File: config.mk
export PLATFORM = sky130hd
export DESIGN_NAME = standby_start_transfer_seq
export DESIGN_NICKNAME = d
export VERILOG_FILES = /design/src/inc/seq_pkg.sv /design/src/logic/tick_gen.sv /design/src/logic/speed_meter.sv /design/src/logic/standby_start_transfer_seq.sv
export VERILOG_INCLUDE_DIRS = /design/src /design/src/inc
export SDC_FILE = /design/constraint.sdc
export NUM_CORES = 1
export LEC_CHECK = 0
export ABC_CLOCK_PERIOD_IN_PS = 3550
export BUFFER_PORTS_ARGS = -buffer_cell sky130_fd_sc_hd__buf_2
export CORE_AREA = 2 2 112 114
export CTS_CLUSTER_DIAMETER = 200
export DETAILED_ROUTE_END_ITERATION = 7
export DIE_AREA = 0 0 114 116
export PLACE_DENSITY = 0.78
export SYNTH_ARGS = -nofsm -noshare
export SYNTH_HDL_FRONTEND = slang
export SYNTH_SLANG_ARGS = --single-unit
File: constraint.sdc
create_clock -name CLK -period 3.55 [get_ports CLK]
set_clock_uncertainty 0.2 [all_clocks]
set_input_delay 0.71 -clock CLK [delete_from_list [all_inputs] [get_ports CLK]]
set_output_delay 0.71 -clock CLK [all_outputs]
set_load 0.005 [all_outputs]
File: src/inc/seq_defs.svh
// Purpose: Timing, speed and pin-index constants of the start/transfer sequencer
// Assumes: Controller clock of 200 MHz, slow timebase of ten ticks a second
// Notes:   Times are in seconds except STALL_MS in milliseconds; tick and cycle counts derive from them
`ifndef SEQ_DEFS_SVH
`define SEQ_DEFS_SVH

`define CLK_HZ          200000000
`define TICKS_PER_S     10
`define TMR_W           12

`define DROP_PCT        65
`define RETURN_PCT      75
`define LINE_INT_S      10
`define REFAIL_S        3
`define RETURN_S        15
`define WARMUP_S        5
`define COOL_S          60
`define CRANK_LONG_S    16
`define CRANK_SHORT_S   7
`define REST_S          7
`define LONG_CRANKS     2
`define CRANK_CYCLES    5
`define SENSE_S         3
`define ACCEL_S         15
`define LOCKOUT_S       5
`define HOLDOFF_S       10

`define DROP_RPM        1000
`define RUN_RPM         2200
`define DROP_COUNT      4
`define PULSES_PER_REV  1
`define STALL_MS        500

`define NUM_PINS        8
`define PIN_AUTO        0
`define PIN_MANUAL      1
`define PIN_EXERCISE    2
`define PIN_BELOW_DROP  3
`define PIN_ABOVE_RET   4
`define PIN_SPEED       5
`define PIN_ALARM       6
`define PIN_FAULT_CLR   7

`endif

File: src/inc/seq_pkg.sv
// Purpose: Types shared by the start/transfer sequencer
// Assumes: Nothing beyond the constants header
// Notes:   Engine states follow a Gray path off-crank-accel-run-cool
package seq_pkg;
  typedef enum logic [2:0] {
    ST_OFF   = 3'h0,
    ST_CRANK = 3'h1,
    ST_ACCEL = 3'h3,
    ST_RUN   = 3'h2,
    ST_COOL  = 3'h6,
    ST_REST  = 3'h7,
    ST_FAULT = 3'h5
  } eng_state_e;
endpackage

File: src/logic/tick_gen.sv
// Purpose: Slow timebase, one-cycle tick every DIV clocks
// Assumes: DIV of at least two
// Notes:   All sequencer timers advance on this tick
module tick_gen #(
  parameter int DIV = 20000000
) (
  input  wire logic CLK,
  input  wire logic RST,
  output logic      tick
);
  localparam int W = $clog2(DIV);
  localparam logic [W-1:0] LAST = W'(DIV - 1);

  logic [W-1:0] cnt_reg;

  always_ff @(posedge CLK) begin
    if (RST) begin
      cnt_reg <= '0;
      tick    <= 1'b0;
    end else begin
      tick <= (cnt_reg == LAST);
      if (cnt_reg == LAST) begin
        cnt_reg <= '0;
      end else begin
        cnt_reg <= cnt_reg + 1'b1;
      end
    end
  end
endmodule

File: src/logic/speed_meter.sv
// Purpose: Engine speed judgement from the synchronised magneto pulse
// Assumes: pulse is already two-flop synchronised to CLK
// Notes:   Period measured edge to edge in clock cycles
module speed_meter #(
  parameter int DROP_PERIOD = 12000000,
  parameter int RUN_PERIOD  = 5454540,
  parameter int STALL       = 100000000,
  parameter int DROP_COUNT  = 4
) (
  input  wire logic CLK,
  input  wire logic RST,
  input  wire logic pulse,
  output logic      edge_seen,
  output logic      drop_ok,
  output logic      run_ok,
  output logic      stopped
);
  localparam int W  = $clog2(STALL + 1);
  localparam int CW = $clog2(DROP_COUNT + 1);
  localparam logic [W-1:0]  P_DROP = W'(DROP_PERIOD);
  localparam logic [W-1:0]  P_RUN  = W'(RUN_PERIOD);
  localparam logic [W-1:0]  P_STOP = W'(STALL);
  localparam logic [CW-1:0] N_DROP = CW'(DROP_COUNT);

  logic          prev_reg;
  logic [W-1:0]  per_reg;
  logic [CW-1:0] fast_reg;
  logic          rise;

  assign rise      = pulse & ~prev_reg;
  assign edge_seen = rise;
  assign drop_ok   = (fast_reg == N_DROP);
  assign stopped   = (per_reg == P_STOP);

  always_ff @(posedge CLK) begin
    if (RST) begin
      prev_reg <= 1'b0;
      per_reg  <= P_STOP;
      fast_reg <= '0;
      run_ok   <= 1'b0;
    end else begin
      prev_reg <= pulse;
      if (rise) begin
        per_reg <= '0;
        run_ok  <= (per_reg <= P_RUN);
        // Consecutive periods at or above dropout speed
        if (per_reg > P_DROP) begin
          fast_reg <= '0;
        end else if (fast_reg != N_DROP) begin
          fast_reg <= fast_reg + 1'b1;
        end
      end else if (per_reg != P_STOP) begin
        per_reg <= per_reg + 1'b1;
      end else begin
        fast_reg <= '0;
        run_ok   <= 1'b0;
      end
    end
  end
endmodule

File: src/logic/standby_start_transfer_seq.sv
// Purpose: Start, crank and transfer sequencer of a standby generator
// Assumes: Selector, utility comparators, speed and alarm arrive as pins
// Notes:   Ten-tick-per-second timebase; all outputs registered
//
// How it works
// - Auto, utility below 65%: start ten second interruption delay.
// - Utility still absent when delay expires: crank and start engine.
// - After start run five second warm-up, then contactor to generator.
// - Utility back before warm-up end: finish, cool down, stay on utility.
// - Crank 16/7, 16/7, then three 7 s cranks with 7 s rests.
// - Dropout is four speed cycles at 1000 rpm or faster.
// - Flag failed start; missing 2200 rpm in 15 s rests then resumes.
// - Rest: starter and fuel off, magneto grounded.
// - Starter waits five seconds after the engine last stopped.
// - Starter and magneto together; fuel off at starter energise.
// - No speed signal within three seconds: stop, latch sensor loss.
// - First speed signal: fuel on, throttle open, keep cranking.
// - Starter off once dropout speed is reached.
// - Stall between dropout and 2200 rpm: rest 7 s, re-crank if left.
// - Wait a hold-off before enabling oil protections.
// - Manual crank aborts at once when selector goes to off.
// - Auto crank completes despite utility return; then run a minute.
// - Manual: transfer after 10 s failure, return after 15 s good.
// - Auto: retransfer after 15 s good, then one minute cool-down.
// - Any shutdown returns contactor to utility if utility present.
// - Exercise ignored when running; transfers only after 10 s failure.
// - Utility fails three seconds during cool-down: back to generator.
`include "seq_defs.svh"

module standby_start_transfer_seq #(
  parameter int TICK_CYCLES  = `CLK_HZ / `TICKS_PER_S,
  parameter int DROP_PERIOD  = `CLK_HZ / (`DROP_RPM * `PULSES_PER_REV) * 60,
  parameter int RUN_PERIOD   = `CLK_HZ / (`RUN_RPM * `PULSES_PER_REV) * 60,
  parameter int STALL_CYCLES = `CLK_HZ / 1000 * `STALL_MS,
  parameter int HOLDOFF_S    = `HOLDOFF_S
) (
  input  wire logic CLK,
  input  wire logic RST,
  input  wire logic SEL_AUTO,
  input  wire logic SEL_MANUAL,
  input  wire logic EXERCISE_REQ,
  input  wire logic UTIL_BELOW_DROP,
  input  wire logic UTIL_ABOVE_RETURN,
  input  wire logic SPEED_PULSE,
  input  wire logic SHUTDOWN_ALARM,
  input  wire logic FAULT_CLEAR,
  output logic      STARTER_ON,
  output logic      MAGNETO_GROUND,
  output logic      FUEL_ON,
  output logic      THROTTLE_OPEN,
  output logic      CONTACTOR_STANDBY,
  output logic      ENGINE_RUNNING,
  output logic      PROT_ENABLE,
  output logic      SENSOR_LOSS,
  output logic      START_FAILED
);
  import seq_pkg::*;

  localparam int TW = `TMR_W;
  localparam logic [TW-1:0] T_LINE   = TW'(`LINE_INT_S * `TICKS_PER_S);
  localparam logic [TW-1:0] T_REFAIL = TW'(`REFAIL_S * `TICKS_PER_S);
  localparam logic [TW-1:0] T_RETURN = TW'(`RETURN_S * `TICKS_PER_S);
  localparam logic [TW-1:0] T_WARM   = TW'(`WARMUP_S * `TICKS_PER_S);
  localparam logic [TW-1:0] T_COOL   = TW'(`COOL_S * `TICKS_PER_S);
  localparam logic [TW-1:0] T_CLONG  = TW'(`CRANK_LONG_S * `TICKS_PER_S);
  localparam logic [TW-1:0] T_CSHORT = TW'(`CRANK_SHORT_S * `TICKS_PER_S);
  localparam logic [TW-1:0] T_REST   = TW'(`REST_S * `TICKS_PER_S);
  localparam logic [TW-1:0] T_SENSE  = TW'(`SENSE_S * `TICKS_PER_S);
  localparam logic [TW-1:0] T_ACCEL  = TW'(`ACCEL_S * `TICKS_PER_S);
  localparam logic [TW-1:0] T_LOCK   = TW'(`LOCKOUT_S * `TICKS_PER_S);
  localparam logic [TW-1:0] T_HOLD   = TW'(HOLDOFF_S * `TICKS_PER_S);
  localparam logic [TW-1:0] T_RMAX   = (T_HOLD > T_WARM) ? T_HOLD : T_WARM;
  localparam logic [TW-1:0] T_MAX    = '1;
  localparam logic [2:0] LAST_CYCLE  = 3'(`CRANK_CYCLES - 1);
  localparam logic [2:0] LONG_CYCLES = 3'(`LONG_CRANKS);

  // Pin synchronisers
  logic [`NUM_PINS-1:0] pin_raw;
  logic [`NUM_PINS-1:0] meta_reg;
  logic [`NUM_PINS-1:0] sync_reg;

  assign pin_raw[`PIN_AUTO]       = SEL_AUTO;
  assign pin_raw[`PIN_MANUAL]     = SEL_MANUAL;
  assign pin_raw[`PIN_EXERCISE]   = EXERCISE_REQ;
  assign pin_raw[`PIN_BELOW_DROP] = UTIL_BELOW_DROP;
  assign pin_raw[`PIN_ABOVE_RET]  = UTIL_ABOVE_RETURN;
  assign pin_raw[`PIN_SPEED]      = SPEED_PULSE;
  assign pin_raw[`PIN_ALARM]      = SHUTDOWN_ALARM;
  assign pin_raw[`PIN_FAULT_CLR]  = FAULT_CLEAR;

  genvar gi;
  generate
    for (gi = 0; gi < `NUM_PINS; gi++) begin : g_sync
      always_ff @(posedge CLK) begin
        if (RST) begin
          meta_reg[gi] <= 1'b0;
          sync_reg[gi] <= 1'b0;
        end else begin
          meta_reg[gi] <= pin_raw[gi];
          sync_reg[gi] <= meta_reg[gi];
        end
      end
    end
  endgenerate

  logic auto_m;
  logic manual_m;
  logic off_m;
  logic stop_now;

  assign auto_m   = sync_reg[`PIN_AUTO] & ~sync_reg[`PIN_MANUAL];
  assign manual_m = sync_reg[`PIN_MANUAL] & ~sync_reg[`PIN_AUTO];
  assign off_m    = ~auto_m & ~manual_m;
  assign stop_now = off_m | sync_reg[`PIN_ALARM];

  // Timebase and speed judgement
  logic tick;
  logic spd_edge;
  logic spd_drop;
  logic spd_run;
  logic spd_stop;

  tick_gen #(.DIV(TICK_CYCLES)) u_tick (
    .CLK  (CLK),
    .RST  (RST),
    .tick (tick)
  );

  speed_meter #(
    .DROP_PERIOD (DROP_PERIOD),
    .RUN_PERIOD  (RUN_PERIOD),
    .STALL       (STALL_CYCLES),
    .DROP_COUNT  (`DROP_COUNT)
  ) u_speed (
    .CLK       (CLK),
    .RST       (RST),
    .pulse     (sync_reg[`PIN_SPEED]),
    .edge_seen (spd_edge),
    .drop_ok   (spd_drop),
    .run_ok    (spd_run),
    .stopped   (spd_stop)
  );

  // Utility judgement with hysteresis
  logic util_good_reg;

  always_ff @(posedge CLK) begin
    if (RST) begin
      util_good_reg <= 1'b1;
    end else if (sync_reg[`PIN_ABOVE_RET]) begin
      util_good_reg <= 1'b1;
    end else if (sync_reg[`PIN_BELOW_DROP]) begin
      util_good_reg <= 1'b0;
    end
  end

  // Consecutive failed and good utility time
  logic [TW-1:0] fail_cnt_reg;
  logic [TW-1:0] good_cnt_reg;
  logic          fail_long;
  logic          fail_short;
  logic          good_long;

  always_ff @(posedge CLK) begin
    if (RST) begin
      fail_cnt_reg <= '0;
      good_cnt_reg <= '0;
    end else begin
      if (util_good_reg) begin
        fail_cnt_reg <= '0;
      end else if (tick && fail_cnt_reg != T_MAX) begin
        fail_cnt_reg <= fail_cnt_reg + 1'b1;
      end
      if (!util_good_reg) begin
        good_cnt_reg <= '0;
      end else if (tick && good_cnt_reg != T_MAX) begin
        good_cnt_reg <= good_cnt_reg + 1'b1;
      end
    end
  end

  assign fail_long  = (fail_cnt_reg >= T_LINE);
  assign fail_short = (fail_cnt_reg >= T_REFAIL);
  assign good_long  = (good_cnt_reg >= T_RETURN);

  // Engine sequencer
  eng_state_e    state_reg;
  logic [TW-1:0] tmr_reg;
  logic [2:0]    cycle_reg;
  logic          seen_reg;
  logic          outage_reg;
  logic          exer_reg;
  logic          start_req;
  logic [TW-1:0] crank_len;
  logic          running;

  assign start_req = manual_m | (auto_m & (outage_reg | exer_reg));
  assign crank_len = (cycle_reg < LONG_CYCLES) ? T_CLONG : T_CSHORT;
  assign running   = (state_reg == ST_RUN) || (state_reg == ST_COOL);

  // Time since the engine last stopped
  logic [TW-1:0] stop_cnt_reg;

  always_ff @(posedge CLK) begin
    if (RST) begin
      stop_cnt_reg <= '0;
    end else if (state_reg != ST_OFF && state_reg != ST_FAULT) begin
      stop_cnt_reg <= '0;
    end else if (tick && stop_cnt_reg != T_LOCK) begin
      stop_cnt_reg <= stop_cnt_reg + 1'b1;
    end
  end

  always_ff @(posedge CLK) begin
    if (RST) begin
      state_reg    <= ST_OFF;
      tmr_reg      <= '0;
      cycle_reg    <= '0;
      seen_reg     <= 1'b0;
      SENSOR_LOSS  <= 1'b0;
      START_FAILED <= 1'b0;
    end else begin
      if (tick && tmr_reg != T_MAX) begin
        tmr_reg <= tmr_reg + 1'b1;
      end
      if (stop_now && state_reg != ST_OFF) begin
        state_reg    <= ST_OFF;
        tmr_reg      <= '0;
        SENSOR_LOSS  <= 1'b0;
        START_FAILED <= 1'b0;
      end else begin
        case (state_reg)
          ST_OFF: begin
            if (start_req && !stop_now && stop_cnt_reg == T_LOCK) begin
              state_reg <= ST_CRANK;
              tmr_reg   <= '0;
              cycle_reg <= '0;
              seen_reg  <= 1'b0;
            end
          end
          ST_CRANK: begin
            if (spd_edge) begin
              seen_reg <= 1'b1;
            end
            if (spd_drop) begin
              state_reg <= ST_ACCEL;
              tmr_reg   <= '0;
            end else if (!seen_reg && tmr_reg >= T_SENSE) begin
              state_reg   <= ST_FAULT;
              SENSOR_LOSS <= 1'b1;
            end else if (tmr_reg >= crank_len) begin
              state_reg <= ST_REST;
              tmr_reg   <= '0;
            end
          end
          ST_ACCEL: begin
            if (spd_run) begin
              state_reg <= ST_RUN;
              tmr_reg   <= '0;
            end else if (spd_stop || tmr_reg >= T_ACCEL) begin
              state_reg <= ST_REST;
              tmr_reg   <= '0;
            end
          end
          ST_REST: begin
            if (tmr_reg >= T_REST) begin
              tmr_reg <= '0;
              if (cycle_reg == LAST_CYCLE) begin
                state_reg    <= ST_FAULT;
                START_FAILED <= 1'b1;
              end else begin
                state_reg <= ST_CRANK;
                cycle_reg <= cycle_reg + 1'b1;
                seen_reg  <= 1'b0;
              end
            end
          end
          ST_RUN: begin
            if (!start_req) begin
              state_reg <= ST_COOL;
              tmr_reg   <= '0;
            end
          end
          ST_COOL: begin
            if (start_req) begin
              state_reg <= ST_RUN;
            end else if (tmr_reg >= T_COOL) begin
              state_reg <= ST_OFF;
              tmr_reg   <= '0;
            end
          end
          ST_FAULT: begin
            if (sync_reg[`PIN_FAULT_CLR]) begin
              state_reg    <= ST_OFF;
              tmr_reg      <= '0;
              SENSOR_LOSS  <= 1'b0;
              START_FAILED <= 1'b0;
            end
          end
          default: begin
            state_reg <= ST_OFF;
          end
        endcase
      end
    end
  end

  // Run time for warm-up and protection hold-off
  logic [TW-1:0] run_cnt_reg;
  logic          warm_done;
  logic          warm_q_reg;
  logic          warm_expire;

  always_ff @(posedge CLK) begin
    if (RST) begin
      run_cnt_reg <= '0;
      warm_q_reg  <= 1'b0;
    end else begin
      warm_q_reg <= warm_done;
      if (!running) begin
        run_cnt_reg <= '0;
      end else if (tick && run_cnt_reg != T_RMAX) begin
        run_cnt_reg <= run_cnt_reg + 1'b1;
      end
    end
  end

  assign warm_done   = (run_cnt_reg >= T_WARM);
  assign warm_expire = warm_done & ~warm_q_reg;

  // Outage demand: starts the engine in auto, transfers in auto and manual
  always_ff @(posedge CLK) begin
    if (RST) begin
      outage_reg <= 1'b0;
    end else if (off_m) begin
      outage_reg <= 1'b0;
    end else if (fail_long) begin
      outage_reg <= 1'b1;
    end else if (state_reg == ST_COOL && auto_m && fail_short) begin
      outage_reg <= 1'b1;
    end else if (good_long) begin
      outage_reg <= 1'b0;
    end else if (warm_expire && util_good_reg) begin
      outage_reg <= 1'b0;
    end
  end

  // Exercise accepted only from a stopped engine in auto
  always_ff @(posedge CLK) begin
    if (RST) begin
      exer_reg <= 1'b0;
    end else if (!auto_m || !sync_reg[`PIN_EXERCISE]) begin
      exer_reg <= 1'b0;
    end else if (state_reg == ST_OFF && !outage_reg) begin
      exer_reg <= 1'b1;
    end
  end

  // Transfer contactor
  always_ff @(posedge CLK) begin
    if (RST) begin
      CONTACTOR_STANDBY <= 1'b0;
    end else if (state_reg == ST_RUN && warm_done && outage_reg
                 && !util_good_reg) begin
      CONTACTOR_STANDBY <= 1'b1;
    end else if (util_good_reg && (!outage_reg || !running)) begin
      CONTACTOR_STANDBY <= 1'b0;
    end
  end

  // Engine outputs
  always_ff @(posedge CLK) begin
    if (RST) begin
      STARTER_ON     <= 1'b0;
      MAGNETO_GROUND <= 1'b1;
      FUEL_ON        <= 1'b0;
      THROTTLE_OPEN  <= 1'b0;
      ENGINE_RUNNING <= 1'b0;
      PROT_ENABLE    <= 1'b0;
    end else begin
      STARTER_ON     <= (state_reg == ST_CRANK);
      MAGNETO_GROUND <= !(state_reg == ST_CRANK || state_reg == ST_ACCEL
                          || running);
      FUEL_ON        <= (state_reg == ST_CRANK && seen_reg)
                        || state_reg == ST_ACCEL || running;
      THROTTLE_OPEN  <= (state_reg == ST_CRANK && seen_reg)
                        || state_reg == ST_ACCEL || running;
      ENGINE_RUNNING <= running;
      PROT_ENABLE    <= running && run_cnt_reg >= T_HOLD;
    end
  end
endmodule

==> results.tsv, run 1 <==
stage	metric	value	unit
status	run status	completed	
worst_setup_path	Worst setup SP type	flip-flop	
worst_setup_path	Max Fanout on Critical Path	12	
layout	number of antenna cells inserted	0	
synth	Netlist Area Pre-Place	7310	µm²
worst_setup_path	worst reg2reg endpoint	tmr_reg[2]$_SDFF_PP0_	
clock_network	CTS root buffer	sky130_fd_sc_hd__clkbuf_16	
timing	Max Clock Freq	0.317	GHz
clock_network	CTS max path bufs	2	
synth	flip-flop and latch count after synthesis	153	
timing	final count of pins violating max slew	0	
floorplanning	die extent in y	116	µm
clock_network	CTS hold repair buffers	0	
power_and_ir_drop	Max IR drop VDD	0.395	mV
worst_setup_path	worst flop-to-flop path startpoint	cycle_reg[2]$_SDFFE_PP0P_	
floorplanning	core footprint	11900	µm²
detailed_routing	routed wire length	15600	µm
clock_network	CTS Sinks	153	
worst_setup_path	Max stage delay cell, worst path	sky130_fd_sc_hd__or4bb_1	
run	# Max-Cap Violations	0	
layout	commonest cells after routing, fill and taps aside	sky130_fd_sc_hd__dfxtp_1 (153), sky130_fd_sc_hd__nor2_1 (134), sky130_fd_sc_hd__nand2_1 (62)	
synth	Post-Synthesis Mean Instance Area	8.39	µm²
timing	Period minus WS final	3.15	ns
detailed_routing	length of routed met2 wiring	7650	µm
layout	Syn-to-layout area delta	11.4	%
clock_network	TritonCTS buffer count	17	
worst_setup_path	crit path from	cycle_reg[2]$_SDFFE_PP0P_	
worst_setup_path	cell with the most instances on the worst path	sky130_fd_sc_hd__nor2_1	
detailed_routing	overall via count from detail_route	6180	
placement	number of port buffers	18	
floorplanning	IO Count	19	
synth	async set-or-reset flop fraction in the synthesized netlist	0	
layout	fin util	0.684	
synth	Synth Net Count	903	
synth	gate count after technology mapping	871	
timing	unrepaired setup endpoints after global routing	no	
layout	number of nets in the layout	913	
clock_network	CTS tree	yes	
layout	most common library cell in the layout ignoring fill and taps	sky130_fd_sc_hd__dfxtp_1	
timing	Fin Setup TNS	0	ns
layout	# fillers	922	
floorplanning	width of the die	114	µm
worst_setup_path	Buf+Inv Stages, Crit Path	2	
worst_setup_path	number of gates on the worst path with buffers counted	10	
timing	final number of setup-violating endpoints	0	
floorplanning	die footprint	13200	µm²
power_and_ir_drop	power density normalized to cell area	473	nW/µm²
timing	Hold Violations, Final	0	
timing	relative slew slack	0.355	
timing	Tcrit/Tclk final	0.888	
worst_setup_path	Worst EP required	3.64	ns
floorplanning	starting density of the core	0.614	
worst_setup_path	kind of cell adding the most delay to the critical path	compound AO/OA/AOI/OAI gates	
detailed_routing	WL per Instance	14.9	µm
detailed_routing	post-route antenna net violation count	0	
detailed_routing	met3 WL	810	µm
synth	number of synthesis warnings	0	
global_routing	wire length of the first global-routing pass	26900	µm
layout	layout cells sized above 1	0.0772	
worst_setup_path	Register-to-Register Setup Slack	0.40	ns
synth	number of synthesized flops with an enable pin	0	
synth	sequential cell area fraction in the yosys report	0.419	
layout	number of flip-flops under the largest register name	27	
detailed_routing	Pre-antenna DRT Iters	5	
clock_network	Reg clk slew, reported paths	0.06	ns
clock_network	H-tree level count	4	
detailed_routing	number of remaining DRC errors	0	
worst_setup_path	cells on worst reg2reg path	10	
floorplanning	number of placement rows	40	
worst_setup_path	crit path capture	tmr_reg[2]$_SDFF_PP0_	
worst_setup_path	data arrival at the endpoint of the critical path	3.24	ns
timing	actual slew at the worst max-slew pin	0.960	ns
clock_network	CTS resizes	0	
global_routing	number of antenna violations at the first check in global routing	0	
worst_setup_path	crit path kind	flip-flop to flip-flop	
worst_setup_path	kind of end point of the critical path	flip-flop	
detailed_routing	met1 WL	6860	µm
global_routing	Tot GR Track Use	0.250	
placement	post-detailed-placement half-perimeter wirelength	10800	µm
detailed_routing	highest routing layer actually used	met4	
power_and_ir_drop	reported leakage power	2.92	nW
global_routing	pin count of the biggest net entering global routing	25	
clock_network	# Post-CTS Setup Buffers	0	
global_routing	total grt overflow	0	
synth	most used flip-flop cell after synthesis	sky130_fd_sc_hd__dfxtp_1	
worst_setup_path	delay of the slowest cell on the worst path	0.49	ns
placement	weighted congestion reported at the end of routability-driven placement	0.916	
detailed_routing	Initial DRC Count	501	
worst_hold_path	Hold/Removal Path Class	flip-flop to flip-flop	
global_routing	via count of the first global-routing pass	5870	
detailed_routing	via/cell ratio	5.94	
clock_network	clock latency reported for the late side of the worst-skew pair	0.42	ns
synth	post-synthesis cell type count	61	
worst_setup_path	cells along the critical path	nor2_1, inv_1, ha_1, or4bb_1, a2111o_1, a31oi_1, nor2_1, o41ai_2, buf_4, a211oi_1	
worst min path at each step:
| stage | start | to | slack, ns | cells past startpoint |
|---|---|---|---|---|
| 6_report | sync_reg[3]$_SDFF_PP0_ | util_good_reg$_SDFFE_PP1P_ | 0.23 | 1 |
| 5_1_grt | sync_reg[3]$_SDFF_PP0_ | util_good_reg$_SDFFE_PP1P_ | 0.24 | 1 |
| 4_1_cts | sync_reg[3]$_SDFF_PP0_ | util_good_reg$_SDFFE_PP1P_ | 0.23 | 1 |
| 3_5_place_dp | sync_reg[3]$_SDFF_PP0_ | util_good_reg$_SDFFE_PP1P_ | 0.21 | 1 |
| 3_3_place_gp | sync_reg[3]$_SDFF_PP0_ | util_good_reg$_SDFFE_PP1P_ | 0.20 | 1 |
| 2_1_floorplan | sync_reg[3]$_SDFF_PP0_ | util_good_reg$_SDFFE_PP1P_ | 0.19 | 1 |
report_power, final:
part	switching (W)	internal (W)	total, W
clock network	0.000699	0.00125	0.00195
registers	0.0000294	0.00174	0.00177
logic	0.0000773	0.0000519	0.000129
stage by stage:
step | std cells | power, W | worst slack [ns] | hold slack [ns] | area [µm²]
final | 1041 | 0.00385 | 0.399 | 0.227 | 8140
after global routing | 1041 | 0.00398 | 0.216 | 0.238 | 8140
after CTS | 1041 | 0.00388 | 0.414 | 0.230 | 8140
after detailed placement | 1009 | 0.00194 | 0.426 | 0.214 | 7510
after global placement | 1009 | 0.00193 | 0.506 | 0.200 | 7510
after floorplan | 871 | 0.00190 | 0.618 | 0.188 | 7310
kinds of logic (layout without fill, tap and decap cells):
logic type,Yosys count,count (layout),share of synthesized area
and+or+nand+nor,401,401,0.274
xor gates and xnor gates,91,91,0.109
buffers and inverters,72,95,0.0390
muxes,2,2,0.00291
DFF,153,153,0.419
adders and majority gates,22,22,0.0377
AOI/OAI and AO/OA,130,130,0.118
synth_stat cells (all sizes together), types with 13 or more instances:
cell type	n	area share
nand4	30	0.026
xor2	51	0.061
inv	36	0.018
or3	13	0.011
nor2	136	0.071
xnor2	40	0.048
nand3	45	0.031
o21ai	36	0.025
nor3	22	0.015
a21oi	28	0.019
and3	20	0.017
nor2b	20	0.017
clkbuf	33	0.017
ha	22	0.038
dfxtp	153	0.42
nand2	62	0.032
worst reg2reg max path: stages, from the launching register on:
cell and delay (ns):
sky130_fd_sc_hd__dfxtp_1 0.37, sky130_fd_sc_hd__nor2_1 0.21, sky130_fd_sc_hd__inv_1 0.12, sky130_fd_sc_hd__ha_1 0.31, sky130_fd_sc_hd__or4bb_1 0.49, sky130_fd_sc_hd__a2111o_1 0.39
sky130_fd_sc_hd__a31oi_1 0.23, sky130_fd_sc_hd__nor2_1 0.09, sky130_fd_sc_hd__o41ai_2 0.30, sky130_fd_sc_hd__buf_4 0.24, sky130_fd_sc_hd__a211oi_1 0.07
per-layer routing:
| layer | up-vias | global-route usage |
|---|---|---|
| li1 | 3074 | - |
| met1 | 2903 | 0.311 |
| met2 | 178 | 0.428 |
| met3 | 25 | 0.0591 |
| met4 | 0 | 0.0862 |
| met5 | - | 0 |
layout make-up:
cell class	count	area, µm²	share of cell area
flip-flops and latches	153	3060	0.376
repair buffers	27	158	0.0194
clock buffers	21	440	0.0541
well taps	147	184	0.0226
inverters	36	135	0.0166
multi-input cells	646	3970	0.487
clock inverters	11	195	0.0240
(Power assumes the default switching activity.)
==> run 2, diff against run 1 <==
--- a/config.mk
+++ b/config.mk
@@ -8,11 +8,13 @@
 export LEC_CHECK = 0
 export ABC_CLOCK_PERIOD_IN_PS = 3550
 export BUFFER_PORTS_ARGS = -buffer_cell sky130_fd_sc_hd__buf_2
-export CORE_AREA = 2 2 112 114
+export CELL_PAD_IN_SITES_DETAIL_PLACEMENT = 0
+export CELL_PAD_IN_SITES_GLOBAL_PLACEMENT = 1
+export CORE_AREA = 2 2 127 129
 export CTS_CLUSTER_DIAMETER = 200
 export DETAILED_ROUTE_END_ITERATION = 7
-export DIE_AREA = 0 0 114 116
-export PLACE_DENSITY = 0.78
+export DIE_AREA = 0 0 129 131
+export PLACE_DENSITY = 0.9
 export SYNTH_ARGS = -nofsm -noshare
 export SYNTH_HDL_FRONTEND = slang
 export SYNTH_SLANG_ARGS = --single-unit
==> run 2 against run 1 <==
Effect of this change: routed wire length decreased by 4.6%; critical endpoint unchanged; sequential share of layout area is 0.058 points lower; largest cell class unchanged; via count down 3.8%; first-iteration DRC count decreased by 21%; utilization shrank 16 points; hold slack lost 0.023 ns.
==> results.tsv, run 2 (synthesized netlist as in run 1, its figures left out) <==
stage	metric	value	unit	change
timing	final number of setup-violating endpoints	0		unchanged
clock_network	CTS resizes	0		unchanged
clock_network	CTS hold repair buffers	0		unchanged
layout	commonest cells after routing, fill and taps aside	sky130_fd_sc_hd__dfxtp_1 (153), sky130_fd_sc_hd__nor2_1 (134), sky130_fd_sc_hd__nand2_1 (62)		
floorplanning	die extent in y	131	µm	+13%
worst_setup_path	data arrival at the endpoint of the critical path	3.25	ns	about the same
power_and_ir_drop	power after layout	0.00362	W	-6.0%
worst_setup_path	Worst EP required	3.64	ns	about the same
timing	unrepaired setup endpoints after global routing	no		
clock_network	H-tree level count	4		unchanged
layout	Syn-to-layout area delta	11.6	%	
detailed_routing	Initial DRC Count	397		-21%
worst_setup_path	worst reg2reg endpoint	tmr_reg[2]$_SDFF_PP0_		
layout	number of flip-flops under the largest register name	27		unchanged
worst_hold_path	Hold/Removal Path Class	flip-flop to flip-flop		
timing	relative slew slack	0.358		+0.00332
timing	Tcrit/Tclk final	0.890		+0.00277
clock_network	Reg clk slew, reported paths	0.06	ns	about the same
floorplanning	width of the die	129	µm	+13%
timing	actual slew at the worst max-slew pin	0.959	ns	-0.000998 ns
worst_setup_path	worst flop-to-flop path startpoint	cycle_reg[2]$_SDFFE_PP0P_		
global_routing	total grt overflow	0		unchanged
detailed_routing	Pre-antenna DRT Iters	5		unchanged
detailed_routing	WL per Instance	13.4	µm	-11%
placement	weighted congestion reported at the end of routability-driven placement	0.834		-9.0%
worst_setup_path	Max stage delay cell, worst path	sky130_fd_sc_hd__or4bb_1		
worst_hold_path	Hold Crit Endpoint	util_good_reg$_SDFFE_PP1P_		
floorplanning	die footprint	16900	µm²	+28%
floorplanning	IO Count	19		unchanged
worst_setup_path	Max Fanout on Critical Path	12		unchanged
worst_setup_path	crit path kind	flip-flop to flip-flop		
timing	Hold Violations, Final	0		unchanged
placement	cell total after placement	1078		+6.8%
worst_setup_path	Worst setup SP type	flip-flop		
power_and_ir_drop	power density normalized to cell area	444	nW/µm²	-6.1%
power_and_ir_drop	net switching power	0.000839	W	+4.1%
run	# Max-Cap Violations	0		unchanged
detailed_routing	number of remaining DRC errors	0		unchanged
worst_hold_path	hold depth	1		unchanged
worst_setup_path	kind of cell adding the most delay to the critical path	compound AO/OA/AOI/OAI gates		
detailed_routing	via/cell ratio	5.35		-9.8%
global_routing	Tot GR Track Use	0.189		-0.0605
detailed_routing	overall via count from detail_route	5944		-3.8%
power_and_ir_drop	clock network power share	0.474		-0.032
timing	Max Clock Freq	0.316	GHz	-0.31%
clock_network	CTS max path bufs	2		unchanged
clock_network	TritonCTS buffer count	17		unchanged
layout	number of nets in the layout	913		unchanged
global_routing	wire length of the first global-routing pass	26000	µm	-3.2%
worst_setup_path	cells on worst reg2reg path	10		unchanged
clock_network	CTS root buffer	sky130_fd_sc_hd__clkbuf_16		
layout	most common library cell in the layout ignoring fill and taps	sky130_fd_sc_hd__dfxtp_1		
placement	post-detailed-placement half-perimeter wirelength	10300	µm	-4.2%
power_and_ir_drop	switching share of power	0.232		+0.0225
power_and_ir_drop	internal power	0.00278	W	-8.7%
timing	Fin Setup TNS	0	ns	unchanged
global_routing	number of antenna violations at the first check in global routing	0		unchanged
worst_setup_path	cells along the critical path	nor2_1, inv_1, ha_1, or4bb_1, a2111o_1, a31oi_1, nor2_1, o41ai_2, buf_4, a211oi_1		
power_and_ir_drop	Max IR drop VDD	0.343	mV	-13%
floorplanning	core footprint	15600	µm²	+31%
timing	final count of pins violating max slew	0		unchanged
worst_hold_path	hold path startpoint	sync_reg[3]$_SDFF_PP0_		
floorplanning	number of placement rows	46		+15%
status	run status	completed		
detailed_routing	post-route antenna net violation count	0		unchanged
layout	number of antenna cells inserted	0		unchanged
clock_network	CTS tree	yes		
placement	number of port buffers	18		unchanged
clock_network	clock latency reported for the late side of the worst-skew pair	0.43	ns	about the same
power_and_ir_drop	reported leakage power	2.89	nW	-1.1%
floorplanning	starting density of the core	0.469		-0.145
layout	count of non-filler cells in the finished layout	1110		+6.6%
clock_network	CTS Sinks	153		unchanged
global_routing	pin count of the biggest net entering global routing	35		+40%
power_and_ir_drop	combinational share of power	0.036		+0.002
timing	Period minus WS final	3.16	ns	+0.00985 ns
worst_setup_path	kind of end point of the critical path	flip-flop		
layout	layout cells sized above 1	0.0805		+0.00336
layout	fin util	0.523		-0.161
worst_setup_path	Buf+Inv Stages, Crit Path	2		unchanged
clock_network	# Post-CTS Setup Buffers	0		unchanged
detailed_routing	routed wire length	14800	µm	-4.6%
global_routing	via count of the first global-routing pass	5431		-7.5%
worst_setup_path	delay of the slowest cell on the worst path	0.47	ns	-0.02 ns
worst_setup_path	Register-to-Register Setup Slack	0.39	ns	about the same
power_and_ir_drop	sequential share of power	0.490		+0.030
worst_setup_path	cell with the most instances on the worst path	sky130_fd_sc_hd__nor2_1		
-- run 2: cell types whose count changed in the layout (fill, tap and decap cells not counted), sizes merged --
cell      change
inv           +2
clkinv        +3
bufinv        -4
clkbuf        -2
clkinvlp      +1
-- run 2: layout make-up --
type | instances | area (µm²)
clock buffer | 19 | 443
clock inverter | 13 | 119
fill | 1446 | 7440
inverter | 36 | 135
multi-input combinational | 646 | 3970
sequential | 153 | 3060
tap | 216 | 270
timing repair buffer | 27 | 158
-- run 2: power by group through the flow --
| stage | clock, W | combinational, W | sequential, W |
|---|---|---|---|
| final | 0.00172 | 0.000130 | 0.00177 |
| after global routing | 0.00184 | 0.000148 | 0.00178 |
| after CTS | 0.00176 | 0.000132 | 0.00177 |
| after detailed placement | 0 | 0.000129 | 0.00181 |
| after global placement | 0 | 0.000127 | 0.00181 |
| after floorplan | 0 | 0.000105 | 0.00180 |
-- run 2: per-layer routing --
metal  track usage  wire length (µm)
met1         0.254              7400
met2         0.305              6770
met3        0.0464               510
met4        0.0556               159
met5             0                 0
-- run 2: worst max-delay path by stage --
stage,startpoint,end,slack [ns],cells after the start
final,cycle_reg[2]$_SDFFE_PP0P_,tmr_reg[2]$_SDFF_PP0_,0.39,10
after floorplan,cycle_reg[2]$_SDFFE_PP0P_,tmr_reg[7]$_SDFF_PP0_,0.62,10
after CTS,cycle_reg[2]$_SDFFE_PP0P_,tmr_reg[2]$_SDFF_PP0_,0.39,10
after detailed placement,cycle_reg[2]$_SDFFE_PP0P_,tmr_reg[2]$_SDFF_PP0_,0.41,10
after global placement,cycle_reg[2]$_SDFFE_PP0P_,tmr_reg[2]$_SDFF_PP0_,0.48,10
after global routing,cycle_reg[2]$_SDFFE_PP0P_,tmr_reg[2]$_SDFF_PP0_,0.19,10
-- run 2: worst reg2reg max path, cell delays in order, from the launching register on --
cell and delay [ns]:
sky130_fd_sc_hd__dfxtp_1 0.37, sky130_fd_sc_hd__nor2_1 0.24, sky130_fd_sc_hd__inv_1 0.12, sky130_fd_sc_hd__ha_1 0.30, sky130_fd_sc_hd__or4bb_1 0.47, sky130_fd_sc_hd__a2111o_1 0.39
sky130_fd_sc_hd__a31oi_1 0.24, sky130_fd_sc_hd__nor2_1 0.09, sky130_fd_sc_hd__o41ai_2 0.31, sky130_fd_sc_hd__buf_4 0.24, sky130_fd_sc_hd__a211oi_1 0.06
-- run 2: through the flow --
step | setup WS, ns | area [µm²] | hold slack, ns
after detailed placement | 0.414 | 7590 | 0.197
after global placement | 0.485 | 7590 | 0.192
after CTS | 0.395 | 8160 | 0.207
after global routing | 0.189 | 8160 | 0.241
after floorplan | 0.618 | 7310 | 0.188
final | 0.389 | 8160 | 0.204
==> run 3, diff against run 2 <==
--- a/config.mk
+++ b/config.mk
@@ -7,11 +7,11 @@
 export NUM_CORES = 1
 export LEC_CHECK = 0
 export ABC_CLOCK_PERIOD_IN_PS = 3550
-export BUFFER_PORTS_ARGS = -buffer_cell sky130_fd_sc_hd__buf_2
+export BUFFER_PORTS_ARGS = -buffer_cell sky130_fd_sc_hd__clkbuf_2
 export CELL_PAD_IN_SITES_DETAIL_PLACEMENT = 0
 export CELL_PAD_IN_SITES_GLOBAL_PLACEMENT = 1
 export CORE_AREA = 2 2 127 129
-export CTS_CLUSTER_DIAMETER = 200
+export CTS_CLUSTER_DIAMETER = 60
 export DETAILED_ROUTE_END_ITERATION = 7
 export DIE_AREA = 0 0 129 131
 export PLACE_DENSITY = 0.9
==> run 3 against run 2 <==
Effect of this change: count of clock-buffer cells in the layout is 1 higher; combinational power is essentially flat; global-route usage is 0.31 points lower; critical endpoint unchanged; power is 3.4% higher; maximum frequency rose by 0.15%; critical path depth did not move; largest cell class unchanged; register-to-register slack is essentially flat; utilization increased by 0.38 points; via count down 0.24%.
==> results.tsv, run 3 (synthesized netlist as in run 1, its figures left out) <==
stage	metric	value	unit	change
floorplanning	starting density of the core	0.469		unchanged
floorplanning	IO Count	19		unchanged
worst_hold_path	hold depth	1		unchanged
timing	final number of setup-violating endpoints	0		unchanged
global_routing	pin count of the biggest net entering global routing	35		unchanged
global_routing	Tot GR Track Use	0.186		-0.00308
timing	actual slew at the worst max-slew pin	1.00	ns	+0.0428 ns
layout	# fillers	1450		+0.28%
timing	final count of pins violating max slew	0		unchanged
layout	commonest cells after routing, fill and taps aside	sky130_fd_sc_hd__dfxtp_1 (153), sky130_fd_sc_hd__nor2_1 (134), sky130_fd_sc_hd__nand2_1 (62)		
floorplanning	die footprint	16900	µm²	unchanged
placement	post-detailed-placement half-perimeter wirelength	10300	µm	-0.30%
global_routing	wire length of the first global-routing pass	25500	µm	-1.9%
detailed_routing	overall via count from detail_route	5930		-0.24%
clock_network	TritonCTS buffer count	17		unchanged
timing	Period minus WS final	3.16	ns	-0.00469 ns
timing	Tcrit/Tclk final	0.889		-0.00132
clock_network	CTS tree	yes		
power_and_ir_drop	sequential share of power	0.474		-0.016
clock_network	CTS root buffer	sky130_fd_sc_hd__clkbuf_16		
worst_setup_path	worst reg2reg endpoint	tmr_reg[2]$_SDFF_PP0_		
detailed_routing	number of remaining DRC errors	0		unchanged
worst_setup_path	delay of the slowest cell on the worst path	0.47	ns	about the same
worst_setup_path	cells on worst reg2reg path	10		unchanged
power_and_ir_drop	Max IR drop VDD	0.417	mV	+22%
clock_network	CTS hold repair buffers	0		unchanged
detailed_routing	routed wire length	14700	µm	-0.69%
status	run status	completed		
clock_network	CTS resizes	0		unchanged
worst_setup_path	kind of end point of the critical path	flip-flop		
clock_network	H-tree level count	4		unchanged
timing	unrepaired setup endpoints after global routing	no		
detailed_routing	Pre-antenna DRT Iters	5		unchanged
layout	number of flip-flops under the largest register name	27		unchanged
global_routing	via count of the first global-routing pass	5409		-0.41%
layout	number of nets in the layout	915		+0.22%
worst_setup_path	cells along the critical path	nor2_1, inv_1, ha_1, or4bb_1, a2111o_1, a31oi_1, nor2_1, o41ai_2, buf_4, a211oi_1		
power_and_ir_drop	reported leakage power	2.92	nW	+0.93%
worst_setup_path	crit path kind	flip-flop to flip-flop		
worst_setup_path	data arrival at the endpoint of the critical path	3.24	ns	about the same
floorplanning	width of the die	129	µm	unchanged
layout	Syn-to-layout area delta	12.4	%	
timing	Max Clock Freq	0.317	GHz	+0.15%
worst_setup_path	Register-to-Register Setup Slack	0.39	ns	about the same
run	# Max-Cap Violations	0		unchanged
clock_network	CTS Sinks	153		unchanged
worst_setup_path	Max stage delay cell, worst path	sky130_fd_sc_hd__or4bb_1		
worst_hold_path	Hold Crit Endpoint	util_good_reg$_SDFFE_PP1P_		
global_routing	total grt overflow	0		unchanged
timing	Fin Hold WS	0.206	ns	+0.00270 ns
layout	layout cells sized above 1	0.0826		+0.00205
layout	number of antenna cells inserted	0		unchanged
timing	Hold Violations, Final	0		unchanged
clock_network	# Post-CTS Setup Buffers	0		unchanged
worst_setup_path	cell with the most instances on the worst path	sky130_fd_sc_hd__nor2_1		
power_and_ir_drop	switching share of power	0.216		-0.0157
power_and_ir_drop	clock network power share	0.492		+0.018
worst_hold_path	hold path startpoint	sync_reg[3]$_SDFF_PP0_		
worst_setup_path	Max Fanout on Critical Path	12		unchanged
layout	most common library cell in the layout ignoring fill and taps	sky130_fd_sc_hd__dfxtp_1		
power_and_ir_drop	combinational share of power	0.034		-0.002
clock_network	CTS max path bufs	2		unchanged
clock_network	Reg clk slew, reported paths	0.06	ns	about the same
floorplanning	core footprint	15600	µm²	unchanged
power_and_ir_drop	net switching power	0.000809	W	-3.6%
timing	Fin Setup TNS	0	ns	unchanged
worst_hold_path	Hold/Removal Path Class	flip-flop to flip-flop		
detailed_routing	post-route antenna net violation count	0		unchanged
worst_setup_path	Worst setup SP type	flip-flop		
detailed_routing	WL per Instance	13.3	µm	-0.87%
worst_setup_path	Worst EP required	3.63	ns	about the same
placement	weighted congestion reported at the end of routability-driven placement	0.843		+1.1%
floorplanning	die extent in y	131	µm	unchanged
placement	number of port buffers	18		unchanged
global_routing	number of antenna violations at the first check in global routing	0		unchanged
power_and_ir_drop	power density normalized to cell area	456	nW/µm²	+2.7%
clock_network	clock latency reported for the late side of the worst-skew pair	0.42	ns	about the same
detailed_routing	via/cell ratio	5.33		-0.41%
worst_setup_path	worst flop-to-flop path startpoint	cycle_reg[2]$_SDFFE_PP0P_		
detailed_routing	Initial DRC Count	411		+3.5%
floorplanning	number of placement rows	46		unchanged
timing	relative slew slack	0.329		-0.0287
power_and_ir_drop	internal power	0.00294	W	+5.5%
[run 3: critical path: cells and delay by family (launching register included)]
kind                     cells  cell delay [ns]
buffers and inverters        2             0.35
flip-flops                   1             0.37
AND/OR/NAND/NOR              3             0.77
AO/OA/AOI/OAI                4             1.02
adder cells (fa/ha/maj)      1             0.30
[run 3: power groups by stage]
stage	clock [W]	combinational, W	sequential (W)
floorplan	0	0.000105	0.00180
global placement	0	0.000129	0.00181
detailed placement	0	0.000130	0.00181
CTS	0.00189	0.000131	0.00177
global route	0.00197	0.000150	0.00178
finish	0.00184	0.000129	0.00177
[run 3: worst max path at each step]
stage,start,to,slack (ns),cells after the start
2_1_floorplan,cycle_reg[2]$_SDFFE_PP0P_,tmr_reg[7]$_SDFF_PP0_,0.62,10
3_3_place_gp,cycle_reg[2]$_SDFFE_PP0P_,tmr_reg[2]$_SDFF_PP0_,0.50,10
3_5_place_dp,cycle_reg[2]$_SDFFE_PP0P_,tmr_reg[2]$_SDFF_PP0_,0.39,10
4_1_cts,cycle_reg[2]$_SDFFE_PP0P_,tmr_reg[2]$_SDFF_PP0_,0.39,10
5_1_grt,cycle_reg[2]$_SDFFE_PP0P_,tmr_reg[2]$_SDFF_PP0_,0.20,10
6_report,cycle_reg[2]$_SDFFE_PP0P_,tmr_reg[2]$_SDFF_PP0_,0.39,10
[run 3: area by class of cell]
| type | instances | area [µm²] | share of cell area |
|---|---|---|---|
| flip-flops and latches | 153 | 3060 | 0.373 |
| multi-input cells | 646 | 3970 | 0.483 |
| inverters | 36 | 135 | 0.0165 |
| repair buffers | 29 | 173 | 0.0210 |
| clock buffers | 20 | 457 | 0.0556 |
| clock inverters | 12 | 149 | 0.0181 |
| well taps | 216 | 270 | 0.0329 |
[run 3: layer usage]
layer | share of wire | track usage | vias to the layer above
met2 | 0.44 | 0.289 | 92
met1 | 0.51 | 0.253 | 2757
met3 | 0.036 | 0.0513 | 15
li1 | - | - | 3066
met5 | 0 | 0 | -
met4 | 0.014 | 0.0588 | 0
[run 3: metrics by stage]
| step | std cells | worst slack (ns) | instance area, µm² | util | total power, W |
|---|---|---|---|---|---|
| final | 1112 | 0.394 | 8210 | 0.527 | 0.00374 |
| after global routing | 1112 | 0.199 | 8210 | 0.527 | 0.00389 |
| after detailed placement | 1080 | 0.390 | 7610 | 0.488 | 0.00194 |
| after CTS | 1112 | 0.389 | 8210 | 0.527 | 0.00379 |
| after floorplan | 871 | 0.618 | 7310 | - | 0.00190 |
| after global placement | 1080 | 0.502 | 7610 | 0.488 | 0.00194 |
